**src/include/adc_pkg.sv**
```systemverilog
// shared constants, timing tables and types for the dram cycle controller
package adc_pkg;

  // controller clock
  localparam int CLK_PERIOD_NS = 25;

  // array organisation: 7 multiplexed address pins, 14 address bits
  localparam int ROW_W        = 7;
  localparam int ADDR_W       = 14;
  localparam int NUM_GRADES   = 3;
  localparam int REFRESH_ROWS = 128;
  localparam int INIT_CYCLES  = 8;

  // retention and strobe limits in ns
  localparam int REFRESH_PERIOD_NS = 2000000;
  localparam int STROBE_MAX_NS     = 10000;

  // per speed grade, fastest first, all in ns
  localparam int T_RC_NS      [NUM_GRADES] = '{320, 375, 410};
  localparam int T_RAS_NS     [NUM_GRADES] = '{150, 200, 250};
  localparam int T_CAS_NS     [NUM_GRADES] = '{100, 135, 165};
  localparam int T_RP_NS      [NUM_GRADES] = '{100, 120, 150};
  localparam int T_RAC_NS     [NUM_GRADES] = '{150, 200, 250};
  localparam int T_CAC_NS     [NUM_GRADES] = '{100, 135, 165};
  localparam int T_RCD_MIN_NS [NUM_GRADES] = '{20, 25, 35};
  localparam int T_RAH_NS     [NUM_GRADES] = '{20, 25, 35};
  localparam int T_WCH_NS     [NUM_GRADES] = '{45, 55, 75};
  localparam int T_WP_NS      [NUM_GRADES] = '{45, 55, 75};
  localparam int T_RWL_NS     [NUM_GRADES] = '{60, 80, 100};
  localparam int T_CWL_NS     [NUM_GRADES] = '{60, 80, 100};
  localparam int T_RWC_NS     [NUM_GRADES] = '{330, 375, 475};
  localparam int T_RRW_NS     [NUM_GRADES] = '{185, 245, 305};
  localparam int T_CRW_NS     [NUM_GRADES] = '{135, 180, 230};
  localparam int T_RWD_NS     [NUM_GRADES] = '{120, 160, 200};
  localparam int T_CWD_NS     [NUM_GRADES] = '{70, 95, 125};
  localparam int T_PC_NS      [NUM_GRADES] = '{170, 225, 275};
  localparam int T_PRMW_NS    [NUM_GRADES] = '{205, 270, 340};
  localparam int T_CP_NS      [NUM_GRADES] = '{60, 80, 100};

  // user commands
  typedef enum logic [1:0] {
    ADC_CMD_READ  = 2'h0,
    ADC_CMD_WRITE = 2'h1,
    ADC_CMD_RMW   = 2'h2
  } adc_cmd_e;

  // least time to cycles, rounded up, never under one cycle
  function automatic int cyc_min(input int ns);
    int c;
    c = (ns + CLK_PERIOD_NS - 1) / CLK_PERIOD_NS;
    return (c < 1) ? 1 : c;
  endfunction

  // longest time to cycles, rounded down, never under one cycle
  function automatic int cyc_max(input int ns);
    int c;
    c = ns / CLK_PERIOD_NS;
    return (c < 1) ? 1 : c;
  endfunction

  function automatic int max2(input int a, input int b);
    return (a > b) ? a : b;
  endfunction

endpackage

```
**src/hdl/adc_host_ctrl.sv**
```systemverilog
// host controller that drives a 16k x 1 multiplexed-address dynamic ram
//
// Notes on behaviour
// eight refresh cycles before first use
// read cycles spaced by grade cycle time
// write cycles spaced by grade cycle time
// write strobe high across whole read
// read hold from first trailing strobe
// early write keeps data out floating
// late write after delays reads data
// other write timings leave data undefined
// write strobe held long from row fall
// write pulse at least grade width
// write strobe leads row strobe rise
// write strobe leads column strobe rise
// write data held long past row fall
// data timed from later strobe falling
// read-modify-write cycles spaced by grade time
// rmw row strobe low within limits
// rmw column strobe low within limits
// late column strobe lengthens access time
// page column cycles spaced by minimum
// page rmw column cycles spaced wider
// column precharge between page cycles
// page row strobe width within limits
// column-to-row precharge after column-only cycles
// read keeps write strobe high
// every row refreshed within retention period
// data out follows column strobe low
// hidden refresh keeps latched output
// times become clock counts, rounded safely
`timescale 1ns/100ps
module adc_host_ctrl
  import adc_pkg::*;
#(
  parameter int GRADE      = 0,
  parameter bit PAGE_EN    = 1'b1,
  parameter int INTERVAL_C = cyc_max(REFRESH_PERIOD_NS / REFRESH_ROWS)
) (
  input  wire logic              clk_i,
  input  wire logic              reset_i,
  input  wire logic              req_valid_i,
  output logic                   req_ready_o,
  input  wire adc_cmd_e          req_cmd_i,
  input  wire logic [ADDR_W-1:0] req_addr_i,
  input  wire logic              req_wdata_i,
  output logic                   rsp_valid_o,
  output logic                   rsp_rdata_o,
  output logic                   init_done_o,
  output logic                   dram_ras_n_o,
  output logic                   dram_cas_n_o,
  output logic                   dram_we_n_o,
  output logic [ROW_W-1:0]       dram_addr_o,
  output logic                   dram_din_o,
  input  wire logic              dram_dout_i
);

  // timing in cycles; least times round up, longest round down
  localparam int ROW_C  = cyc_min(max2(T_RAH_NS[GRADE],
                                       T_RCD_MIN_NS[GRADE]));
  localparam int RC_C   = cyc_min(T_RC_NS[GRADE]);
  localparam int RWC_C  = cyc_min(T_RWC_NS[GRADE]);
  // access times get one ns more: read data must never change on the
  // very edge that samples it, even when a time is a whole clock count
  localparam int RAS_C  = cyc_min(max2(T_RAS_NS[GRADE], T_RAC_NS[GRADE] + 1));
  localparam int CAS_C  = cyc_min(max2(T_CAS_NS[GRADE], T_CAC_NS[GRADE] + 1));
  localparam int RP_C   = cyc_min(T_RP_NS[GRADE]);
  localparam int CWD_C  = cyc_min(max2(T_CWD_NS[GRADE], T_CAC_NS[GRADE] + 1));
  localparam int RWD_C  = cyc_min(max2(T_RWD_NS[GRADE], T_RAC_NS[GRADE] + 1));
  localparam int WL_C   = cyc_min(max2(max2(T_WP_NS[GRADE], T_WCH_NS[GRADE]),
                                       max2(T_RWL_NS[GRADE],
                                            T_CWL_NS[GRADE])));
  localparam int CRW_C  = cyc_min(T_CRW_NS[GRADE]);
  localparam int RRW_C  = cyc_min(T_RRW_NS[GRADE]);
  localparam int PC_C   = cyc_min(T_PC_NS[GRADE]);
  localparam int PRMW_C = cyc_min(T_PRMW_NS[GRADE]);
  localparam int CP_C   = cyc_min(T_CP_NS[GRADE]);
  localparam int SMAX_C = cyc_max(STROBE_MAX_NS);
  // worst page column cycle still to come, plus margin
  localparam int GUARD_C = CP_C + 1 + CWD_C + WL_C + CRW_C + 2;

  initial begin
    if (GRADE < 0 || GRADE >= NUM_GRADES)
      $error("speed grade out of range");
    if (SMAX_C > 1023 || GUARD_C >= SMAX_C)
      $error("strobe limits do not fit counters");
  end

  typedef enum logic [2:0] {
    S_IDLE, S_ROW, S_COL, S_CAS, S_RMW_WR, S_PAGE_PRE, S_RAS_PRE, S_REF
  } adc_state_e;

  adc_state_e        state_q, state_d;
  logic [7:0]        cnt_q;
  logic [9:0]        ras_age_q;
  logic [7:0]        cas_age_q;
  logic              have_q;
  adc_cmd_e          cmd_q;
  logic [ADDR_W-1:0] addr_q;
  logic              wdata_q;
  logic              last_rmw_q;
  logic [ROW_W-1:0]  ref_row_q;
  logic [ROW_W-1:0]  dram_addr_row_q;
  logic              ref_due;
  logic              ref_done;
  logic              take;
  logic              page_ok;
  logic              row_hit;
  logic              ras_n_d;
  logic              cas_n_d;
  logic              ready_d;

  // true when counter value k means at least n cycles have passed
  function automatic logic reached(input int k, input int n);
    return k >= n - 1;
  endfunction

  assign take     = req_valid_i && req_ready_o;
  assign ref_done = (state_q == S_REF) && (state_d == S_RAS_PRE);
  assign row_hit  = (addr_q[ROW_W-1:0] == dram_addr_row_q);
  // page only while refresh is not owed and the row strobe has headroom
  assign page_ok  = PAGE_EN && !ref_due &&
                    (int'(ras_age_q) < SMAX_C - GUARD_C);

  adc_refresh_sched #(
    .INTERVAL_C (INTERVAL_C)
  ) u_sched (
    .clk_i       (clk_i),
    .reset_i     (reset_i),
    .done_i      (ref_done),
    .due_o       (ref_due),
    .init_done_o (init_done_o)
  );

  // cycle sequencer
  always_comb begin
    state_d = state_q;
    case (state_q)
      S_IDLE: begin
        if (have_q) begin
          state_d = S_ROW;
        end else if (ref_due) begin
          state_d = S_REF;
        end
      end
      S_ROW: begin
        if (reached(int'(cnt_q), ROW_C)) begin
          state_d = S_COL;
        end
      end
      S_COL: begin
        state_d = S_CAS;
      end
      S_CAS: begin
        if (cmd_q == ADC_CMD_RMW) begin
          // write strobe only after both delays: a true rmw
          if (reached(int'(cas_age_q), CWD_C) &&
              reached(int'(ras_age_q), RWD_C)) begin
            state_d = S_RMW_WR;
          end
        end else if (reached(int'(cas_age_q), CAS_C) &&
                     reached(int'(ras_age_q), RAS_C)) begin
          // access is the later of row access and delay plus column access
          state_d = page_ok ? S_PAGE_PRE : S_RAS_PRE;
        end
      end
      S_RMW_WR: begin
        if (reached(int'(cnt_q), WL_C) &&
            reached(int'(cas_age_q), CRW_C) &&
            reached(int'(ras_age_q), RRW_C)) begin
          state_d = page_ok ? S_PAGE_PRE : S_RAS_PRE;
        end
      end
      S_PAGE_PRE: begin
        // column precharge and column cycle spacing both met
        if (reached(int'(cnt_q), CP_C) &&
            reached(int'(cas_age_q), last_rmw_q ? PRMW_C : PC_C)) begin
          state_d = (have_q && row_hit) ? S_COL : S_RAS_PRE;
        end
      end
      S_RAS_PRE: begin
        if (reached(int'(cnt_q), RP_C) &&
            reached(int'(ras_age_q), last_rmw_q ? RWC_C : RC_C)) begin
          state_d = S_IDLE;
        end
      end
      S_REF: begin
        if (reached(int'(ras_age_q), RAS_C)) begin
          state_d = S_RAS_PRE;
        end
      end
      default: begin
        state_d = S_IDLE;
      end
    endcase
  end

  // strobe levels follow the next state so the pins come from flops
  always_comb begin
    ras_n_d = !(state_d inside {S_ROW, S_COL, S_CAS, S_RMW_WR,
                                S_PAGE_PRE, S_REF});
    // column strobe only inside a row cycle: no column-only cycles, and
    // no hidden refresh, so no column-to-row precharge case arises
    cas_n_d = !(state_d inside {S_CAS, S_RMW_WR});
    ready_d = !take && !have_q && init_done_o &&
              ((state_d == S_IDLE && !ref_due) ||
               (state_d == S_PAGE_PRE && state_q != S_PAGE_PRE));
  end

  // state and dwell counter
  always_ff @(posedge clk_i) begin
    if (reset_i) begin
      state_q <= S_IDLE;
      cnt_q   <= 8'h00;
    end else begin
      state_q <= state_d;
      if (state_d != state_q) begin
        cnt_q <= 8'h00;
      end else if (cnt_q != 8'hff) begin
        cnt_q <= cnt_q + 8'h01;
      end
    end
  end

  // strobe ages, restarted on each falling edge, saturating
  always_ff @(posedge clk_i) begin
    if (reset_i) begin
      ras_age_q <= 10'h3ff;
      cas_age_q <= 8'hff;
    end else begin
      if (dram_ras_n_o && !ras_n_d) begin
        ras_age_q <= 10'h000;
      end else if (ras_age_q != 10'h3ff) begin
        ras_age_q <= ras_age_q + 10'h001;
      end
      if (dram_cas_n_o && !cas_n_d) begin
        cas_age_q <= 8'h00;
      end else if (cas_age_q != 8'hff) begin
        cas_age_q <= cas_age_q + 8'h01;
      end
    end
  end

  // accepted request; kept until its column cycle starts
  always_ff @(posedge clk_i) begin
    if (reset_i) begin
      have_q      <= 1'b0;
      cmd_q       <= ADC_CMD_READ;
      addr_q      <= '0;
      wdata_q     <= 1'b0;
      req_ready_o <= 1'b0;
    end else begin
      req_ready_o <= ready_d;
      if (take) begin
        have_q  <= 1'b1;
        cmd_q   <= req_cmd_i;
        addr_q  <= req_addr_i;
        wdata_q <= req_wdata_i;
      end else if (state_d == S_COL) begin
        have_q <= 1'b0;
      end
    end
  end

  // which cycle kind sets the spacing of the next one
  always_ff @(posedge clk_i) begin
    if (reset_i) begin
      last_rmw_q <= 1'b0;
    end else if (state_d == S_REF) begin
      last_rmw_q <= 1'b0;
    end else if (state_q == S_CAS && state_d != S_CAS) begin
      last_rmw_q <= (cmd_q == ADC_CMD_RMW);
    end
  end

  // refresh row walks all rows in turn
  always_ff @(posedge clk_i) begin
    if (reset_i) begin
      ref_row_q <= '0;
    end else if (ref_done) begin
      ref_row_q <= ref_row_q + 1'b1;
    end
  end

  // pins: strobes, multiplexed address, write data
  always_ff @(posedge clk_i) begin
    if (reset_i) begin
      dram_ras_n_o    <= 1'b1;
      dram_cas_n_o    <= 1'b1;
      dram_we_n_o     <= 1'b1;
      dram_addr_o     <= '0;
      dram_addr_row_q <= '0;
      dram_din_o      <= 1'b0;
    end else begin
      dram_ras_n_o <= ras_n_d;
      dram_cas_n_o <= cas_n_d;
      // early write: strobe low a cycle before cas falls, up with cas;
      // a read never lowers it, so read setup and hold are met
      dram_we_n_o <= !((cmd_q == ADC_CMD_WRITE &&
                        state_d inside {S_COL, S_CAS}) ||
                       state_d == S_RMW_WR);
      // write strobe spans from before cas fall to cas rise, so the
      // pulse and lead times exceed the cas width and the hold time equals it
      if (state_d == S_ROW) begin
        dram_addr_o     <= addr_q[ROW_W-1:0];
        dram_addr_row_q <= addr_q[ROW_W-1:0];
      end else if (state_d == S_REF) begin
        dram_addr_o     <= ref_row_q;
        dram_addr_row_q <= ref_row_q;
      end else if (state_d == S_COL) begin
        dram_addr_o <= addr_q[ADDR_W-1:ROW_W];
      end
      // data set with the write strobe, held until cas rises
      if (state_d == S_COL || state_d == S_RMW_WR) begin
        dram_din_o <= wdata_q;
      end
    end
  end

  // read data: end of the cas pulse, or just before the rmw write
  always_ff @(posedge clk_i) begin
    if (reset_i) begin
      rsp_valid_o <= 1'b0;
      rsp_rdata_o <= 1'b0;
    end else begin
      rsp_valid_o <= 1'b0;
      if (state_q == S_CAS && state_d != S_CAS &&
          cmd_q != ADC_CMD_WRITE) begin
        rsp_valid_o <= 1'b1;
        rsp_rdata_o <= dram_dout_i;
      end
    end
  end

endmodule

```
**src/hdl/adc_refresh_sched.sv**
```systemverilog
// refresh scheduler: power-up burst plus one row per interval
`timescale 1ns/100ps
module adc_refresh_sched
  import adc_pkg::*;
#(
  parameter int INTERVAL_C = 625
) (
  input  wire logic clk_i,
  input  wire logic reset_i,
  input  wire logic done_i,
  output logic      due_o,
  output logic      init_done_o
);

  localparam int PEND_W = 4;

  initial begin
    if (INTERVAL_C < 2 || INTERVAL_C > 65535)
      $error("refresh interval out of range");
  end

  logic [15:0]       timer_q;
  logic              tick;
  logic [PEND_W-1:0] pending_q;
  logic [3:0]        served_q;

  assign tick = (timer_q == 16'(INTERVAL_C - 1));

  // free running interval timer
  always_ff @(posedge clk_i) begin
    if (reset_i || tick) begin
      timer_q <= 16'h0000;
    end else begin
      timer_q <= timer_q + 16'h0001;
    end
  end

  // owed refreshes; a tick in the same cycle as a done keeps the count
  always_ff @(posedge clk_i) begin
    if (reset_i) begin
      pending_q <= PEND_W'(INIT_CYCLES);
    end else if (tick && !done_i && pending_q != '1) begin
      pending_q <= pending_q + 1'b1;
    end else if (done_i && !tick && pending_q != '0) begin
      pending_q <= pending_q - 1'b1;
    end
  end

  // power-up burst is over once eight refreshes have run
  always_ff @(posedge clk_i) begin
    if (reset_i) begin
      served_q    <= 4'h0;
      init_done_o <= 1'b0;
    end else if (done_i && !init_done_o) begin
      served_q    <= served_q + 4'h1;
      init_done_o <= (served_q == 4'(INIT_CYCLES - 1));
    end
  end

  // registered so that the fsm sees a clean level
  always_ff @(posedge clk_i) begin
    if (reset_i) begin
      due_o <= 1'b1;
    end else begin
      due_o <= (pending_q > PEND_W'(1)) ||
               (pending_q == PEND_W'(1) && !done_i) || tick;
    end
  end

endmodule

```
**config.mk**
```make
export PLATFORM = sky130hd
export DESIGN_NAME = adc_host_ctrl
export DESIGN_NICKNAME = d
export VERILOG_FILES = /design/src/include/adc_pkg.sv /design/src/hdl/adc_host_ctrl.sv /design/src/hdl/adc_refresh_sched.sv
export SDC_FILE = /design/constraint.sdc
export NUM_CORES = 1
export LEC_CHECK = 0
export BUFFER_PORTS_ARGS = -buffer_cell sky130_fd_sc_hd__buf_2
export CAP_MARGIN = 10
export CORE_MARGIN = 2
export CORE_UTILIZATION = 35
export CTS_CLUSTER_DIAMETER = 80
export DETAILED_ROUTE_END_ITERATION = 6
export SKIP_LAST_GASP = 1
export SYNTH_ARGS = -nofsm -noshare
export SYNTH_HDL_FRONTEND = slang
export SYNTH_HIERARCHICAL = 1
export SYNTH_SLANG_ARGS = --single-unit
export TNS_END_PERCENT = 1
```
**constraint.sdc**
```tcl
create_clock -name clk_i -period 8.8 [get_ports clk_i]
set_input_delay 0.44 -clock clk_i [delete_from_list [all_inputs] [get_ports clk_i]]
set_output_delay 0.44 -clock clk_i [all_outputs]
set_load 0.02 [all_outputs]
```
---- After elaboration in Yosys (flattened, before gate mapping) ----
Cells that the tools add are included.
storage, ports and cells
  bits in registers ....................... 102
  input bits .............................. 21
  output and inout bits ................... 15
  logic and storage cells ................. 154
cells by class
  add/sub/neg operators ................... 10
  $lt $le $gt $ge ......................... 10
  eq/ne operators ......................... 28
  muxes and demuxes ....................... 28
  reduce and logical (&&, ||, !) cells .... 54
operators by type and width
  cell                                                   count
  2-to-1 mux 7 bit                                       5
  2-to-1 mux 3 bit                                       10
  logical AND 1 bit                                      25
  == test 3 bit (second input constant)                  8
  case mux 3 bit (8 select lines)                        1
  >= comparator 10 x 3 -> 1 bit (second input constant)  2
  2-to-1 mux 10 bit                                      2
  adder 16 x 1 -> 16 bit (second input constant)         1
  adder 8 x 1 -> 8 bit (second input constant)           2
  == test 16 x 10 -> 1 bit (second input constant)       1
  >= comparator 8 x 2 -> 1 bit (second input constant)   2
  >= comparator 8 x 3 -> 1 bit (second input constant)   2
  2-to-1 mux 8 bit                                       2
  inequality test 8 bit (second input constant)          2
  nonzero test 2 bit                                     7
  == test 3 x 2 -> 1 bit (second input constant)         4
  2-to-1 mux 4 bit                                       3
  >= comparator 11 x 5 -> 1 bit                          1
  adder 10 x 1 -> 10 bit (second input constant)         1
  < comparator 10 x 9 -> 1 bit (second input constant)   1
  inequality test 10 bit (second input constant)         1
  subtractor 4 x 1 -> 5 bit (second input constant)      2
  >= comparator 9 x 5 -> 1 bit                           1
  logical NOT 1 bit                                      9
  other kinds (23)                                       35

---- Longest topological paths before layout ----
  depth after elaboration ................. 12
  depth in mapped cells ................... 13
  gate-level depth less buffers ........... 12

---- By module ----
Netlist, hierarchy kept.
modules (own cells, without submodules)
  module             instances  cells each  area each (µm²)  seq. area each (µm²)
  adc_host_ctrl      1          452         3843.7           1521.5
  adc_refresh_sched  1          147         1365.1           520.5

---- Least setup slack after synthesis ----
OpenSTA, ideal clock, no wires.
  path kind ............................... register -> register
  start point ............................. reg ras_age_q[0]
  end point ............................... reg dram_addr_o[0]
  setup time .............................. 86 ps
  arrival time ............................ 2907 ps
  data required time ...................... 8714 ps
  path slack .............................. 5807 ps
  stages on the path, launching flop included .. 12
  path buffers ............................ 1
  clock period less this slack ............ 2993 ps
  path through ............................ dfxtp_1 -> inv_1 -> ha_1 -> or3b_2 -> a2111oi_4 -> o311ai_2 -> o2111a_2 -> nor4_4 -> nand2_4 -> and2_4 -> buf_6 -> a221oi_2
on the way
  longest elaborated chain between the ends .. 9
  elaborated cells on any way between the ends .. 22
  those cells by class .................... 4 x order compare; 3 x eq/ne; 10 x mux; 5 x reduce/logical
ends and longest elaborated chain
  element                            RTL line                                    text
  start, declared                    adc_host_ctrl.sv:95                         logic [9:0] ras_age_q;
  start signal, assigned             adc_host_ctrl.sv:234                        ras_age_q <= ras_age_q + 10'h001;
  < comparator 10 x 9 -> 1 bit       adc_host_ctrl.sv:123                        (int'(ras_age_q) < SMAX_C - GUARD_C);
  logical AND 1 bit                  adc_host_ctrl.sv:122                        assign page_ok = PAGE_EN && !ref_due &&
  2-to-1 mux 2 bit                   adc_host_ctrl.sv:164, adc_host_ctrl.sv:171
  2-to-1 mux 3 bit                   adc_host_ctrl.sv:161                        end else if (reached(int'(cas_age_q), CAS_C) &&
  2-to-1 mux 3 bit                   adc_host_ctrl.sv:155                        if (cmd_q == ADC_CMD_RMW) begin
  case mux 3 bit (8 select lines) *  adc_host_ctrl.sv:138                        case (state_q)
  == test 3 bit                      adc_host_ctrl.sv:307                        end else if (state_d == S_REF) begin
  2-to-1 mux 7 bit                   adc_host_ctrl.sv:307
  2-to-1 mux 7 bit                   adc_host_ctrl.sv:304                        if (state_d == S_ROW) begin
  end signal, assigned               adc_host_ctrl.sv:305                        dram_addr_o <= addr_q[ROW_W-1:0];
  end signal, assigned               adc_host_ctrl.sv:308                        dram_addr_o <= ref_row_q;
  end signal, assigned               adc_host_ctrl.sv:311                        dram_addr_o <= addr_q[ADDR_W-1:ROW_W];
  end, declared                      adc_host_ctrl.sv:53                         output logic [ROW_W-1:0] dram_addr_o,
Mark *: on every way between the ends. The rest lies on a longest branch, timed or not.
A chain may end at the register's enable or synchronous reset.

---- Worst setup path in the final report ----
  start point ............................. reg ras_age_q[9]
  end point ............................... reg u_sched.pending_q[2]
on the way
  longest elaborated chain between the ends .. 12
  elaborated cells on any way between the ends .. 25
  those cells by class .................... 4 x order compare; 1 x eq/ne; 9 x mux; 11 x reduce/logical
ends and longest elaborated chain
  element                                                        RTL line                                    text
  < comparator 10 x 9 -> 1 bit                                   adc_host_ctrl.sv:123
  logical AND 1 bit                                              adc_host_ctrl.sv:122
  2-to-1 mux 2 bit                                               adc_host_ctrl.sv:164, adc_host_ctrl.sv:171
  2-to-1 mux 3 bit                                               adc_host_ctrl.sv:161
  2-to-1 mux 3 bit                                               adc_host_ctrl.sv:155
  case mux 3 bit (8 select lines) *                              adc_host_ctrl.sv:138
  == test 3 bit *                                                adc_host_ctrl.sv:119                        assign ref_done = (state_q == S_REF) && (state_d == S_RAS_PRE);
  logical AND 1 bit *                                            adc_host_ctrl.sv:119
  net ref_done                                                   adc_host_ctrl.sv:105                        logic ref_done;
  logical NOT 1 bit                                              adc_refresh_sched.sv:42                     end else if (tick && !done_i && pending_q != '1) begin
  logical AND 1 bit (2 in series)                                adc_refresh_sched.sv:42
  2-to-1 mux 4 bit / nonzero test 2 bit (equally long branches)  --
  end signal, assigned                                           adc_refresh_sched.sv:41                     pending_q <= PEND_W'(INIT_CYCLES);
  end signal, assigned                                           adc_refresh_sched.sv:43                     pending_q <= pending_q + 1'b1;
  end signal, assigned                                           adc_refresh_sched.sv:45                     pending_q <= pending_q - 1'b1;
  end, declared                                                  adc_refresh_sched.sv:24                     logic [PEND_W-1:0] pending_q;
The timed path passes the listed nets; every way through them passes the cells marked *.

==> summary.txt <==
Status
  – Outcome: complete, no violations

STA
  – Fin. max-slew vios: 0
  – RSZ-0062 raised after global routing: no
  – Slew @ Worst Pin: 0.671 ns
  – Final Hold Vio Count: 0
  – Final setup TNS: 0 ns
  – Period utilization: 0.391
  – Max Freq: 291 MHz
  – Fin crit period: 3.44 ns
  – Setup Skew: 0.0127 ns
  – Slew HR: 0.553
  – Setup Viol. Count Final: 0

Clock network
  – Hold Buf Count CTS: 0
  – Clock tree buffer depth: 2
  – Clock sink total: 102
  – CTS root buffer: clkbuf_16
  – # H-tree levels: 3
  – Worst-path clk slew: 0.08 ns
  – Post-cts sizing count: 0
  – Post-CTS setup buffers: 0
  – Worst-Skew Late Latency: 0.36 ns
  – TritonCTS clock tree: yes
  – CTS Buf Count: 9

Finish
  – Area Growth Syn to Fin: 11.0%
  – Layout net count: 660
  – # fillers: 1507
  – Antenna cells: 0
  – Share of cells above drive strength 1: 0.144

Routing
  – DRC violation total after the first TritonRoute iteration: 251
  – Via count: 4343
  – Via/cell ratio: 5.36
  – Final wirelength: 10.9 mm
  – ANT nets after route: 0
  – First-pass iteration count of the detailed router: 4
  – DRC: 0
  – Wire length per cell: 13.5 microns

Global route
  – First-pass GRT wire length: 19.3 mm
  – Pin count of the biggest net entering global routing: 63
  – Via count of the first global-routing pass: 4216
  – Overall routing resource usage: 0.145
  – Initial antenna violation count: 0
  – Global route overflow: 0

Yosys
  – Sequential fraction of the synthesis area: 0.392
  – Post-synth top area cell: dfxtp_1
  – Fraction of registers with async set or reset after synthesis: 0
  – Synth warn: 6
  – Area of the mapped netlist: 5210 sq um
  – Seq cells post-synth: 102
  – Syn_nets: 638
  – Synthesized area per cell: 8.70 sq um
  – Prevailing post-synth register cell: dfxtp_1
  – Unique masters post-synth: 71
  – Synth area leaders: dfxtp_1 39%, nand2_1 5.0%, nor2_1 4.5%
  – Synth top cells by count: 102 x dfxtp_1, 69 x nand2_1, 63 x nor2_1, 34 x a21oi_1, 33 x o21ai_0
  – Synth Instances: 599
  – Count leader, synth: dfxtp_1
  – Synth top area share: 0.392
  – EDFF count, synth: 0

Setup path
  – Worst Path Arrival: 3.68 ns
  – Critical path endpoint category: flop
  – Critical path class: reg -> reg
  – Crit-path slowest cell: or4_4
  – Worst path top cell family by delay: compound AO/OA/AOI/OAI gates
  – Worst setup SP type: flop
  – CP max stage delay: 0.59 ns
  – Critical path buffers and inverters: 1
  – Max Fanout on Critical Path: 10
  – Critical path cell sequence: or4_4, a211oi_1, o41ai_1, a211oi_2, nand4_1, inv_1, o311ai_0, mux2i_1, mux2_1
  – Required @ worst endpoint: 9.04 ns

Power
  – Total power: 0.00132 W
  – Leak: 2.06 nW
  – PwrDens: 228 nW/um^2
  – IR drop worst, VDD: 0.0000949 V

Run
  – Max cap viols: 0

Place
  – Routability Congestion: 0.880
  – IO Port Bufs: 35
  – Final HPWL DP: 7.90 mm

Floorplan
  – Io pins: 36
  – Core area: 14500 sq um
  – Starting Density: 0.358
  – DIE AREA: 15900 sq um
  – Die Width: 126 microns
  – Die Span Y: 126 microns
  – Row count: 44

Hold path
  – Hold Crit Class: in -> reg
registers in the layout, summed over array words and instances (netlist names), 2 cells and up:
| name | count |
|---|---|
| dram_addr_o | 7 |
| u_sched/timer_q | 16 |
| u_sched/pending_q | 4 |
| ras_age_q | 10 |
| addr_q | 14 |
| state_q | 3 |
| cas_age_q | 8 |
| cmd_q | 2 |
| u_sched/served_q | 4 |
| ref_row_q | 7 |
| dram_addr_row_q | 7 |
| cnt_q | 8 |
cell type report:
cell class | count | area, sq um | area share
sequential | 102 | 2040 | 0.353
clock buffer | 10 | 229 | 0.0396
clock inverter | 6 | 63.8 | 0.0110
tap | 184 | 230 | 0.0398
timing repair buffer | 36 | 183 | 0.0316
inverter | 27 | 101 | 0.0175
multi-input combinational | 445 | 2930 | 0.507
stage by stage:
stage	cell area (sq um)	instances	setup WS, ns	hold WS [ns]	utilization
after floorplan	5210	599	5.81	0.433	-
after global placement	5490	794	5.56	0.443	0.378
after detailed placement	5490	794	5.43	0.448	0.378
after CTS	5780	810	5.40	0.301	0.398
after global routing	5780	810	5.04	0.310	0.398
final	5780	810	5.36	0.306	0.398
cell families after synthesis:
| family | share of synthesized area |
|---|---|
| flip-flops | 0.392 |
| multiplexers | 0.0197 |
| adder cells (fa/ha/maj) | 0.0432 |
| AND/OR/NAND/NOR | 0.252 |
| buffers and inverters | 0.0452 |
| XOR/XNOR | 0.0673 |
| AO/OA/AOI/OAI | 0.181 |
worst min-delay path, delay by kind of cell:
kind	cells	cell delay (ns)
AOI/OAI and AO/OA	1	0.05
buffers and inverters	1	0.10
and+or+nand+nor	1	0.04
path summary, 6_finish.rpt:
| kind | startpoint | endpoint | slack, ns | cells after the start |
|---|---|---|---|---|
| hold reg to reg | addr_q[10]$_SDFFE_PP0P_ | addr_q[10]$_SDFFE_PP0P_ | 0.46 | 2 |
| hold / removal | req_addr_i[8] | addr_q[8]$_SDFFE_PP0P_ | 0.31 | 3 |
| setup reg to reg | ras_age_q[9]$_SDFFE_PP1P_ | u_sched/pending_q[2]$_SDFFE_PP0P_ | 5.36 | 9 |
| setup / recovery | ras_age_q[9]$_SDFFE_PP1P_ | u_sched/pending_q[2]$_SDFFE_PP0P_ | 5.36 | 9 |
routing by layer:
layer,part of all wire,vias to the layer above,global-route usage
li1,-,2178,-
met1,0.48,2071,0.182
met2,0.47,79,0.245
met3,0.033,15,0.0306
met4,0.016,0,0.0517
met5,0,-,0
where the power goes:
part / internal, W / switching [W] / leakage, nW / total (W)
logic: 0.000137 / 0.000206 / 1.08 / 0.000342
registers: 0.000514 / 0.0000670 / 0.831 / 0.000581
clock network: 0.000201 / 0.000194 / 0.140 / 0.000395
total: 0.000851 / 0.000467 / 2.06 / 0.00132
placed cells by master, fill, tap and decap left out, types with 4 or more instances in the layout:
cell and count:
o21ai_0 33, or4_1 6, dfxtp_1 102, and4_1 5, nor2b_1 7, a211oi_2 4
clkbuf_16 9, nand4_1 12, nand3_1 19, xor2_1 16, a22oi_1 7, inv_1 27
a21o_1 4, xnor2_1 24, o31a_1 5, nand2b_1 6, mux2i_1 8, and3_1 4
o21ai_1 4, or3_1 5, nor4_1 5, o31ai_1 7, nor2_1 63, buf_2 35
a221oi_2 8, nor3_1 14, a21oi_1 34, nand2_1 69, ha_1 18, a31oi_1 4
Power figures use the tool's default switching activity.
